### src/hdl/tmr16_pkg.sv
// constants and carrier types for the 16-bit timer register block
// assumes a classic wishbone slave port with byte data in lane 0
`default_nettype none
package tmr16_pkg;
    // word-aligned byte addresses of the register map
    localparam logic [7:0] TMR16_A_CTRL1 = 8'h00;
    localparam logic [7:0] TMR16_A_CTRL2 = 8'h04;
    localparam logic [7:0] TMR16_A_FORCE = 8'h08;
    localparam logic [7:0] TMR16_A_CNT_L = 8'h0c;
    localparam logic [7:0] TMR16_A_CNT_H = 8'h10;
    localparam logic [7:0] TMR16_A_OCA_L = 8'h14;
    localparam logic [7:0] TMR16_A_OCA_H = 8'h18;
    localparam logic [7:0] TMR16_A_OCB_L = 8'h1c;
    localparam logic [7:0] TMR16_A_OCB_H = 8'h20;
    localparam logic [7:0] TMR16_A_OCC_L = 8'h24;
    localparam logic [7:0] TMR16_A_OCC_H = 8'h28;
    localparam logic [7:0] TMR16_A_CAP_L = 8'h2c;
    localparam logic [7:0] TMR16_A_CAP_H = 8'h30;
    localparam logic [7:0] TMR16_A_FLAGS = 8'h34;
    // reset values
    localparam logic [7:0] TMR16_RST_BYTE = 8'h00;
    localparam logic [15:0] TMR16_RST_WORD = 16'h0000;
    // flag bit positions
    localparam int TMR16_F_TOV = 0;
    localparam int TMR16_F_OCA = 1;
    localparam int TMR16_F_CAP = 5;
    // filter length and prescaler width
    localparam int TMR16_FILT_LEN = 4;
    localparam int TMR16_PRE_W = 10;
    // clock source codes
    localparam logic [2:0] TMR16_CS_STOP = 3'h0;
    localparam logic [2:0] TMR16_CS_DIV1 = 3'h1;
    localparam logic [2:0] TMR16_CS_DIV8 = 3'h2;
    localparam logic [2:0] TMR16_CS_DIV64 = 3'h3;
    localparam logic [2:0] TMR16_CS_DIV256 = 3'h4;
    localparam logic [2:0] TMR16_CS_DIV1024 = 3'h5;
    localparam logic [2:0] TMR16_CS_EXT_FALL = 3'h6;
    localparam logic [2:0] TMR16_CS_EXT_RISE = 3'h7;
    // compare output actions
    localparam logic [1:0] TMR16_ACT_OFF = 2'h0;
    localparam logic [1:0] TMR16_ACT_TOGGLE = 2'h1;
    localparam logic [1:0] TMR16_ACT_CLEAR = 2'h2;
    localparam logic [1:0] TMR16_ACT_SET = 2'h3;

    typedef struct packed {
        logic capture_filter_enable;
        logic capture_edge_select;
        logic reserved;
        logic [1:0] wave_hi;
        logic [2:0] clock_source_field;
    } tmr16_ctrl2_t;

    typedef struct packed {
        logic [1:0] act_a;
        logic [1:0] act_b;
        logic [1:0] act_c;
        logic [1:0] wave_lo;
    } tmr16_ctrl1_t;
endpackage : tmr16_pkg
`default_nettype wire

### src/hdl/tmr16_regs.sv
// 16-bit timer: control, counter, compare and capture registers
// assumes a classic wishbone master on the core clock; pins are asynchronous
`default_nettype none
// How it works
// - filter output changes only after four equal capture pin samples
// - filter adds exactly four clock cycles to the capture path
// - edge select zero picks falling edge, one picks rising edge
// - capture copies counter into capture register and sets capture flag
// - modes using capture register as top disconnect the capture pin
// - clock code 000 stops; 001-101 divide by 1, 8, 64, 256, 1024
// - code 110 counts external falling edges, 111 rising edges
// - external pin counts even when driven as an output
// - force strobes act only in non-pwm modes
// - force applies the channel's compare action to its pin at once
// - force sets no flag and never clears the counter
// - force bits are strobes and read back zero
// - counter is two byte locations joined through the temporary register
// - one temporary high byte is shared by all 16-bit registers
// - a counter write blocks compare matches on the next timer tick
// - each compare register is compared with the counter every tick
// - compare writes update both bytes in one cycle via temporary byte
// - non-pwm actions: 00 off, 01 toggle, 10 clear, 11 set
// - capture flag clears on vector acknowledge or written one
module tmr16_regs
    import tmr16_pkg::*;
(
    // clock and reset
    input wire logic i_core_clk,
    input wire logic i_rst_n,
    // wishbone slave
    input wire logic i_wb_cyc,
    input wire logic i_wb_stb,
    input wire logic i_wb_we,
    input wire logic [7:0] i_wb_adr,
    input wire logic [3:0] i_wb_sel,
    input wire logic [31:0] i_wb_dat,
    output logic [31:0] o_wb_dat,
    output logic o_wb_ack,
    // pins
    input wire logic i_capture_input_pin,
    input wire logic i_external_count_pin,
    output logic [2:0] o_compare_output_pin,
    output logic [2:0] o_compare_output_oe,
    // flag side band
    input wire logic i_capture_vector_ack,
    output logic [5:0] o_flags
);
    logic rst_s1_r;
    logic rst_n_s;
    logic ack_r;
    logic acc;
    logic wr;
    logic rd;
    logic [7:0] wdat;
    logic [7:0] rd_val;
    logic [31:0] rdat_r;
    tmr16_ctrl1_t ctrl1_r;
    tmr16_ctrl2_t ctrl2_r;
    logic [3:0] mode;
    logic nonpwm;
    logic icr_top;
    logic [15:0] top;
    logic [7:0] temp_r;
    logic [15:0] cnt_r;
    logic [15:0] ocr_r [3];
    logic [15:0] icr_r;
    logic [5:0] flags_r;
    logic block_r;
    logic [TMR16_PRE_W-1:0] pre_r;
    logic tick;
    logic ext_s1_r;
    logic ext_s2_r;
    logic ext_d_r;
    logic cap_s1_r;
    logic cap_s2_r;
    logic [2:0] hist_r;
    logic filt_r;
    logic lvl;
    logic lvl_d_r;
    logic cap_evt;
    logic [2:0] match;
    logic [2:0] frc;
    logic [1:0] act [3];
    logic [2:0] pin_r;

    // reset released through two flops
    always_ff @(posedge i_core_clk or negedge i_rst_n)
    begin
        if (!i_rst_n)
        begin
            rst_s1_r <= 1'b0;
            rst_n_s <= 1'b0;
        end
        else
        begin
            rst_s1_r <= 1'b1;
            rst_n_s <= rst_s1_r;
        end
    end

    // one access per request; ack drops the cycle after it was given
    assign acc = i_wb_cyc && i_wb_stb && !ack_r;
    assign wr = acc && i_wb_we && i_wb_sel[0];
    assign rd = acc && !i_wb_we;
    assign wdat = i_wb_dat[7:0];
    assign o_wb_ack = ack_r;
    assign o_wb_dat = rdat_r;

    always_ff @(posedge i_core_clk or negedge rst_n_s)
    begin
        if (!rst_n_s)
            ack_r <= 1'b0;
        else
            ack_r <= acc;
    end

    // mode decode
    assign mode = {ctrl2_r.wave_hi, ctrl1_r.wave_lo};
    assign nonpwm = (mode == 4'h0) || (mode == 4'h4) || (mode == 4'hc);
    assign icr_top = (mode == 4'h8) || (mode == 4'ha) || (mode == 4'hc) || (mode == 4'he);

    always_comb
    begin
        unique case (mode)
            4'h1, 4'h5: top = 16'h00ff;
            4'h2, 4'h6: top = 16'h01ff;
            4'h3, 4'h7: top = 16'h03ff;
            4'h4, 4'h9, 4'hb, 4'hf: top = ocr_r[0];
            4'h8, 4'ha, 4'hc, 4'he: top = icr_r;
            default: top = 16'hffff;
        endcase
    end

    // control registers
    always_ff @(posedge i_core_clk or negedge rst_n_s)
    begin
        if (!rst_n_s)
        begin
            ctrl1_r <= TMR16_RST_BYTE;
            ctrl2_r <= TMR16_RST_BYTE;
        end
        else if (wr)
        begin
            if (i_wb_adr == TMR16_A_CTRL1)
                ctrl1_r <= wdat;
            if (i_wb_adr == TMR16_A_CTRL2)
                ctrl2_r <= {wdat[7:6], 1'b0, wdat[4:0]};
        end
    end

    // shared temporary byte; high write or counter or capture low read loads it
    always_ff @(posedge i_core_clk or negedge rst_n_s)
    begin
        if (!rst_n_s)
            temp_r <= TMR16_RST_BYTE;
        else if (wr && (i_wb_adr == TMR16_A_CNT_H || i_wb_adr == TMR16_A_OCA_H
                 || i_wb_adr == TMR16_A_OCB_H || i_wb_adr == TMR16_A_OCC_H
                 || i_wb_adr == TMR16_A_CAP_H))
            temp_r <= wdat;
        else if (rd && i_wb_adr == TMR16_A_CNT_L)
            temp_r <= cnt_r[15:8];
        else if (rd && i_wb_adr == TMR16_A_CAP_L)
            temp_r <= icr_r[15:8];
    end

    // pin sampled whatever its direction; two flops first
    always_ff @(posedge i_core_clk or negedge rst_n_s)
    begin
        if (!rst_n_s)
        begin
            ext_s1_r <= 1'b0;
            ext_s2_r <= 1'b0;
            ext_d_r <= 1'b0;
            pre_r <= '0;
        end
        else
        begin
            ext_s1_r <= i_external_count_pin;
            ext_s2_r <= ext_s1_r;
            ext_d_r <= ext_s2_r;
            pre_r <= pre_r + 1'b1;
        end
    end

    always_comb
    begin
        unique case (ctrl2_r.clock_source_field)
            TMR16_CS_STOP: tick = 1'b0;
            TMR16_CS_DIV1: tick = 1'b1;
            TMR16_CS_DIV8: tick = &pre_r[2:0];
            TMR16_CS_DIV64: tick = &pre_r[5:0];
            TMR16_CS_DIV256: tick = &pre_r[7:0];
            TMR16_CS_DIV1024: tick = &pre_r[9:0];
            TMR16_CS_EXT_FALL: tick = ext_d_r && !ext_s2_r;
            TMR16_CS_EXT_RISE: tick = !ext_d_r && ext_s2_r;
        endcase
    end

    // counter written as one word from temp and low byte
    // force strobes never reach the counter, so no clear on force
    always_ff @(posedge i_core_clk or negedge rst_n_s)
    begin
        if (!rst_n_s)
            cnt_r <= TMR16_RST_WORD;
        else if (wr && i_wb_adr == TMR16_A_CNT_L)
            cnt_r <= {temp_r, wdat};
        else if (tick)
            cnt_r <= (cnt_r == top) ? TMR16_RST_WORD : cnt_r + 16'h0001;
    end

    // a counter write masks the next tick's matches
    always_ff @(posedge i_core_clk or negedge rst_n_s)
    begin
        if (!rst_n_s)
            block_r <= 1'b0;
        else if (wr && i_wb_adr == TMR16_A_CNT_L)
            block_r <= 1'b1;
        else if (tick)
            block_r <= 1'b0;
    end

    // compare words commit on the low write
    always_ff @(posedge i_core_clk or negedge rst_n_s)
    begin
        if (!rst_n_s)
        begin
            ocr_r[0] <= TMR16_RST_WORD;
            ocr_r[1] <= TMR16_RST_WORD;
            ocr_r[2] <= TMR16_RST_WORD;
        end
        else if (wr)
        begin
            if (i_wb_adr == TMR16_A_OCA_L)
                ocr_r[0] <= {temp_r, wdat};
            if (i_wb_adr == TMR16_A_OCB_L)
                ocr_r[1] <= {temp_r, wdat};
            if (i_wb_adr == TMR16_A_OCC_L)
                ocr_r[2] <= {temp_r, wdat};
        end
    end

    // capture pin synchroniser and filter history
    always_ff @(posedge i_core_clk or negedge rst_n_s)
    begin
        if (!rst_n_s)
        begin
            cap_s1_r <= 1'b0;
            cap_s2_r <= 1'b0;
            hist_r <= '0;
            filt_r <= 1'b0;
            lvl_d_r <= 1'b0;
        end
        else
        begin
            cap_s1_r <= i_capture_input_pin;
            cap_s2_r <= cap_s1_r;
            hist_r <= {hist_r[1:0], cap_s2_r};
            // four agreeing samples move the filter output
            if ({hist_r, cap_s2_r} == {TMR16_FILT_LEN{cap_s2_r}})
                filt_r <= cap_s2_r;
            lvl_d_r <= lvl;
        end
    end

    // filtered path trails the raw sample by four clocks
    assign lvl = ctrl2_r.capture_filter_enable ? filt_r : cap_s2_r;
    // edge choice; no capture when capture register is top
    assign cap_evt = !icr_top && (ctrl2_r.capture_edge_select ? (lvl && !lvl_d_r)
                                                              : (!lvl && lvl_d_r));

    always_ff @(posedge i_core_clk or negedge rst_n_s)
    begin
        if (!rst_n_s)
            icr_r <= TMR16_RST_WORD;
        else if (cap_evt)
            icr_r <= cnt_r;
    end

    // strobes only in non-pwm modes; bit 7 is channel a
    assign frc = (wr && i_wb_adr == TMR16_A_FORCE && nonpwm)
                 ? {wdat[5], wdat[6], wdat[7]} : 3'h0;
    assign act[0] = ctrl1_r.act_a;
    assign act[1] = ctrl1_r.act_b;
    assign act[2] = ctrl1_r.act_c;

    genvar g;
    generate
        for (g = 0; g < 3; g++)
        begin : g_chan
            // compare on every tick; masked after counter write
            assign match[g] = tick && !block_r && (cnt_r == ocr_r[g]);

            always_ff @(posedge i_core_clk or negedge rst_n_s)
            begin
                if (!rst_n_s)
                    pin_r[g] <= 1'b0;
                // match or force applies the channel action
                else if (nonpwm && (match[g] || frc[g]))
                begin
                    unique case (act[g])
                        TMR16_ACT_OFF: pin_r[g] <= pin_r[g];
                        TMR16_ACT_TOGGLE: pin_r[g] <= !pin_r[g];
                        TMR16_ACT_CLEAR: pin_r[g] <= 1'b0;
                        TMR16_ACT_SET: pin_r[g] <= 1'b1;
                    endcase
                end
            end

            // pwm waveforms live elsewhere, so the pin is released there
            assign o_compare_output_oe[g] = nonpwm && (act[g] != TMR16_ACT_OFF);
        end
    endgenerate

    assign o_compare_output_pin = pin_r;

    // sticky flags; a set in the clearing cycle wins
    always_ff @(posedge i_core_clk or negedge rst_n_s)
    begin
        if (!rst_n_s)
            flags_r <= '0;
        else
            flags_r <= (flags_r & ~((wr && i_wb_adr == TMR16_A_FLAGS) ? wdat[5:0] : 6'h00)
                        & ~{i_capture_vector_ack, 5'h00})
                       | {cap_evt, 1'b0, match, tick && (cnt_r == top)};
    end

    assign o_flags = flags_r;

    // read mux; force reads zero; high of counter and capture from temp
    always_comb
    begin
        unique case (i_wb_adr)
            TMR16_A_CTRL1: rd_val = ctrl1_r;
            TMR16_A_CTRL2: rd_val = ctrl2_r;
            TMR16_A_CNT_L: rd_val = cnt_r[7:0];
            TMR16_A_CNT_H: rd_val = temp_r;
            TMR16_A_OCA_L: rd_val = ocr_r[0][7:0];
            TMR16_A_OCA_H: rd_val = ocr_r[0][15:8];
            TMR16_A_OCB_L: rd_val = ocr_r[1][7:0];
            TMR16_A_OCB_H: rd_val = ocr_r[1][15:8];
            TMR16_A_OCC_L: rd_val = ocr_r[2][7:0];
            TMR16_A_OCC_H: rd_val = ocr_r[2][15:8];
            TMR16_A_CAP_L: rd_val = icr_r[7:0];
            TMR16_A_CAP_H: rd_val = temp_r;
            TMR16_A_FLAGS: rd_val = {2'h0, flags_r};
            default: rd_val = 8'h00;
        endcase
    end

    always_ff @(posedge i_core_clk or negedge rst_n_s)
    begin
        if (!rst_n_s)
            rdat_r <= '0;
        else if (rd)
            rdat_r <= {24'h000000, rd_val};
    end
endmodule : tmr16_regs
`default_nettype wire

### config.mk
export PLATFORM = sky130hd
export DESIGN_NAME = tmr16_regs
export DESIGN_NICKNAME = d
export VERILOG_FILES = /design/src/hdl/tmr16_pkg.sv /design/src/hdl/tmr16_regs.sv
export SDC_FILE = /design/constraint.sdc
export NUM_CORES = 1
export LEC_CHECK = 0
export BUFFER_PORTS_ARGS = -buffer_cell sky130_fd_sc_hd__buf_2
export CORE_UTILIZATION = 40
export CTS_BUF_LIST = sky130_fd_sc_hd__clkbuf_4 sky130_fd_sc_hd__clkbuf_8 sky130_fd_sc_hd__clkbuf_16
export DETAILED_ROUTE_END_ITERATION = 10
export GPL_TIMING_DRIVEN = 0
export PLACE_DENSITY = 0.68
export SLEW_MARGIN = 20
export SYNTH_ARGS = -nofsm -noshare
export SYNTH_HDL_FRONTEND = slang
export SYNTH_SLANG_ARGS = --single-unit
### constraint.sdc
create_clock -name i_core_clk -period 4.4 [get_ports i_core_clk]
set_clock_uncertainty 0.15 [all_clocks]
set_input_delay 0.66 -clock i_core_clk [delete_from_list [all_inputs] [get_ports i_core_clk]]
set_output_delay 0.66 -clock i_core_clk [all_outputs]
set_load 0.1 [all_outputs]
=== Word level (Yosys, flattened, before mapping) ===
Index checks and enable logic that the tools add are counted.

* $add $sub $neg: 2
* Equal/unequal tests: 48
* Muxes and demuxes: 18
* Bitwise operators: 8
* Reductions and logical operators: 80

{| class="wikitable"
|+ Operators with widths
! operator !! count
|-
| $pmux 8 s12 || 1
|-
| $pmux 16 s5 || 1
|-
| $eq 16x16->1 || 4
|-
| $eq 8x6->1 const B || 6
|-
| $mux 16 || 3
|-
| $eq 8x5->1 const B || 4
|-
| $eq 4x4->1 const B || 7
|-
| $logic_and 1x1->1 || 28
|-
| $mux 8 || 3
|-
| $add 16x1->16 const B || 1
|-
| $eq 4x3->1 const B || 4
|-
| $eq 8x4->1 const B || 2
|-
| $reduce_and 2->1 || 8
|-
| $and 6x6->6 || 2
|-
| $eq 2x2->1 const B || 6
|-
| $eq 3x3->1 const B || 4
|-
| $logic_or 1x1->1 || 12
|-
| $not 6->6 || 2
|-
| $logic_not 1->1 || 11
|-
| $add 10x1->10 const B || 1
|-
| $reduce_and 10->1 || 1
|-
| $pmux 1 s3 || 3
|-
| $eq 4x2->1 const B || 2
|-
| $eq 8x3->1 const B || 1
|-
| other kinds (22) || 39
|}

* Flip-flop bits (word level): 144
* Input bits: 52
* Output and inout bits: 45

=== Longest topological paths before layout ===
* Depth in word-level cells: 10
* Depth in mapped cells: 10
* Mapped depth without buffers: 8

=== Worst setup path before layout ===
No wires, ideal clock.

* Path type: reg-to-output
* Start: reg ctrl1_r[1] (netlist bit)
* End: out o_compare_output_oe[0]
* Arrival time: 2.118 ns
* Required time: 3.590 ns
* Slack: 1.472 ns
* Cell stages (with the launch flop): 5
* Buffers on the path: 1
* Path through: dfrtp_1 -> clkbuf_1 -> inv_1 -> o211ai_1 -> nor2_1

* Cells in the longest elaborated chain, start to end: 4
* Elaborated cells between the ends (all ways): 6
* Classes of those cells: eq/ne: 2; reduce/logical: 4

{| class="wikitable"
|+ Ends and longest elaborated chain
! item !! RTL line !! source
|-
| start: declaration || tmr16_regs.sv:57 || <nowiki>tmr16_ctrl1_t ctrl1_r;</nowiki>
|-
| start signal: assignment || tmr16_regs.sv:145 || <nowiki>ctrl1_r <= wdat;</nowiki>
|-
| $eq 4x3->1 / $logic_not 4->1 (equally long branches) || tmr16_regs.sv:119 || <nowiki>assign nonpwm = (mode == 4'h0) || (mode == 4'h4) || (mode == 4'hc);</nowiki>
|-
| $logic_or 1x1->1 || tmr16_regs.sv:119 ||
|-
| $logic_or 1x1->1 * || tmr16_regs.sv:119 ||
|-
| $logic_and 1x1->1 * || tmr16_regs.sv:310 || <nowiki>assign o_compare_output_oe[g] = nonpwm && (act[g] != TMR16_ACT_OFF);</nowiki>
|-
| end: declaration || tmr16_regs.sv:43 || <nowiki>output logic [2:0] o_compare_output_oe,</nowiki>
|}

Every way passes the cells marked *; elsewhere a longest branch is shown, timed or not.

=== Final worst setup path ===
* Start: reg pre_r[0]
* End: reg flags_r[3], in the netlist o_flags[3]

* Cells in the longest elaborated chain, start to end: 5
* Elaborated cells between the ends (all ways): 8
* Classes of those cells: mux: 1; bitwise: 1; reduce/logical: 6

{| class="wikitable"
|+ Ends and longest elaborated chain
! item !! RTL line !! source
|-
| start: declaration || tmr16_regs.sv:69 || <nowiki>logic [TMR16_PRE_W-1:0] pre_r;</nowiki>
|-
| start signal: assignment || tmr16_regs.sv:181 || <nowiki>pre_r <= pre_r + 1'b1;</nowiki>
|-
| $reduce_and 10->1, or another cell as far along || tmr16_regs.sv:193 || <nowiki>TMR16_CS_DIV1024: tick = &pre_r[9:0];</nowiki>
|-
| $pmux 1 s8 * || tmr16_regs.sv:187 || <nowiki>unique case (ctrl2_r.clock_source_field)</nowiki>
|-
| $logic_and 1x1->1 * (2 in a row) || tmr16_regs.sv:291 || <nowiki>assign match[g] = tick && !block_r && (cnt_r == ocr_r[g]);</nowiki>
|-
| $or 6x6->6 * || tmr16_regs.sv:324 || <nowiki>| {cap_evt, 1'b0, match, tick && (cnt_r == top)};</nowiki>
|-
| end signal: assignment || tmr16_regs.sv:322 || <nowiki>flags_r <= (flags_r & ~((wr && i_wb_adr == TMR16_A_FLAGS) ? wdat[5:0] : 6'h00)</nowiki>
|-
| end: declaration || tmr16_regs.sv:67 || <nowiki>logic [5:0] flags_r;</nowiki>
|}

Marks and branches as above.
A chain may end at the register's enable or synchronous reset.

==> results.tsv <==
metric	value	unit
worst_slew_margin_rel	22.0	%
finalCritPeriodShare	76.2	%
postRouteAntennaNets	0	
startpoint	pre_r[0]$_DFF_PN0_	
ys_seq_area_share	42.5	%
r2r_slack	1050	ps
path_clk_slew	70	ps
cts_buffer_depth	2	
hold_path_class	flop to async pin	
hold_buffers	1	
synth-warning-count	0	
vias_per_cell	6.07	
die_x	148	um
power_leakage	0.00426	uW
power.density	397	mW/mm2
via_count	7531	
dp_hpwl	21.4	mm
cts_max_level	4	
start_util	41.4	%
worst_ep_required_time	4580	ps
die_h	148	um
fin_crit	3350	ps
place.gp.congestion	1.05	
slew_violations	0	
grt_pass1_vias	6965	
grt_use_total	28.2	%
synth_cell_types	65	
io_buffers	44	
synth-seq-cells	144	
syn_area_per_cell	9.79	um2
async_flop_share	100	%
multi_input_area	0.00452	mm2
clock_latency	440	ps
cts_buffers	17	
synth_edf_count	0	
wirelength	29.9	mm
grt_pass1_wl	44.5	mm
layout-drive-gt1-share	21.4	%
cts_setup_buffers	0	
fillCellCount	1961	
crit_arrival	3530	ps
setup.worst_path.end	o_flags[3]$_DFF_PN0_	
rsz0062_at_grt	false	
critical_path_class	flop to flop	
cp_max_fo	10	
drc	0	
synth_area	0.00849	mm2
setup_viol_count_final	0	
r2r_start	pre_r[0]$_DFF_PN0_	
cts_tree	done	
cp-end-kind	flop	
max_freq	298	MHz
num_antenna_cells	0	
grt_max_degree	47	
io_pins	97	
reg2reg_to	o_flags[3]$_DFF_PN0_	
cts_resized	0	
worst_slew_pin_slew	1160	ps
reg2reg_depth	8	
cp-start-kind	flop	
regArea	0.00361	mm2
area_delta_synth_final	17.0	%
rows	52	
die_area	0.0218	mm2
wl_per_cell	24.1	um
hold_viol_final	0	
gr-total-overflow	0	
antenna_found_initial	0	
num-nets-final	1013	
cap_violations	0	
setup_tns	0	ps
vdd_drop_max	0.211	mV
first_pass_iters	6	
placed_area	0.00925	mm2
clk_root_buffer_cell	clkbuf_16	
drt-initial-drc-count	909	
design_area	0.00993	mm2
core_area	0.0205	mm2
cts_sinks	144	
synth_ff_type	dfrtp_1	
netlist_instances	867	
outcome	completed	
-- stage by stage --
step           hold slack [ps]  total power (uW)  cells  worst slack [ps]  util [%]
2_1_floorplan              181              2050    890              1470         -
3_3_place_gp               186              2270   1204               424      44.6
3_5_place_dp              78.1              2290   1208               815      45.1
4_1_cts                   86.3              3930   1241              1090      48.4
5_1_grt                   96.5              4060   1241               899      48.4
6_report                  73.2              3940   1241              1050      48.4
-- synth_stat cells, drive strengths merged (4+ instances only) --
cell      n  area (um2)
buf      44         278
a22oi    16         120
nand2b   12        75.1
dfrtp   144        3600
a211oi    6        45.0
a31oi    10        62.6
and3     28         175
mux2i    21         210
nor2b     9        56.3
a21oi    42         210
a32oi     6        52.6
nand2    61         229
xor2     17         149
nor4      6        52.6
nand4    16         100
nor3     23         120
o22ai     9        62.6
or3       5        31.3
o21ai    40         200
inv      16        60.1
nor2     43         161
mux2     74         833
nor3b     6        45.0
o31ai    16         125
a22o      5        43.8
nand3    32         160
xnor2    60         526
o211ai    4        30.0
clkbuf   36         135
and2     10        62.6
a21o      4        30.0
-- worst max-delay path, stage by stage, from the launching register on --
cell and delay, ps:
dfrtp_1 420, ha_1 270, ha_1 190, nand2b_1 80
o21ai_0 80, a211oi_1 970, clkbuf_1 600, nor2_1 190
a22o_1 280
-- area by class of cell --
type                            instances  area share, %
Tap cell                              270           3.40
Timing Repair Buffer                   49           3.19
Sequential cell                       144           36.3
Inverter                               17          0.643
Multi-Input combinational cell        649           45.6
Clock inverter                         15           2.43
Clock buffer                           17           4.28
Buffer                                 80           4.16
-- power by group --
group	internal, uW	switching (uW)	total [uW]
registers	1400	98.7	1490
clock network	982	664	1650
logic	275	524	799
-- routing by layer --
metal  share of wire, %  track usage [%]  vias up
li1                   -                -     3280
met1                 40             38.1     3633
met2                 44             42.0      506
met3                 10             5.80      112
met4                5.4             15.8        0
met5                  0                0        -
-- flip-flops by register name, summed over array words and instances, names as in the netlist, 6 cells and up --
name,flops
ctrl2_r,7
pre_r,10
cnt_r,16
ocr_r,48
temp_r,8
o_wb_dat,8
o_flags,6
icr_r,16
act,6
-- cells by family (layout without fill, tap and decap cells) --
family | Yosys count | after routing | synth area share (%)
and+or+nand+nor | 263 | 263 | 16.1
other | 2 | 25 | 0.0885
DFF | 144 | 144 | 42.5
xor gates and xnor gates | 77 | 77 | 7.95
adders and majority gates | 3 | 3 | 0.442
AOI/OAI and AO/OA | 183 | 183 | 14.2
muxes | 98 | 98 | 13.1
buffers and inverters | 97 | 178 | 5.62
-- cell usage in the layout (no fill, tap or decap), types with 17 or more instances in the layout --
cell,n
nor2_1,43
xor2_1,17
nand3_1,32
conb_1,25
buf_2,50
buf_4,24
mux2i_1,21
o21ai_0,39
a21oi_1,41
clkbuf_16,17
nor3_1,18
mux2_2,74
xnor2_1,60
dfrtp_1,143
and3_1,28
nand2_1,61
clkbuf_1,36
-- worst min-delay path by stage --
stage               depth (start not counted)                   end  slack (ps)
finish                                      0  cnt_r[2]$_DFFE_PN0P_          70
global route                                0  cnt_r[2]$_DFFE_PN0P_         100
global placement                            0    ext_s2_r$_DFF_PN0_         190
floorplan                                   0     rst_n_s$_DFF_PN0_         180
CTS                                         0  cnt_r[0]$_DFFE_PN0P_          90
detailed placement                          0  cnt_r[0]$_DFFE_PN0P_          80
(Power assumes the default switching activity.)
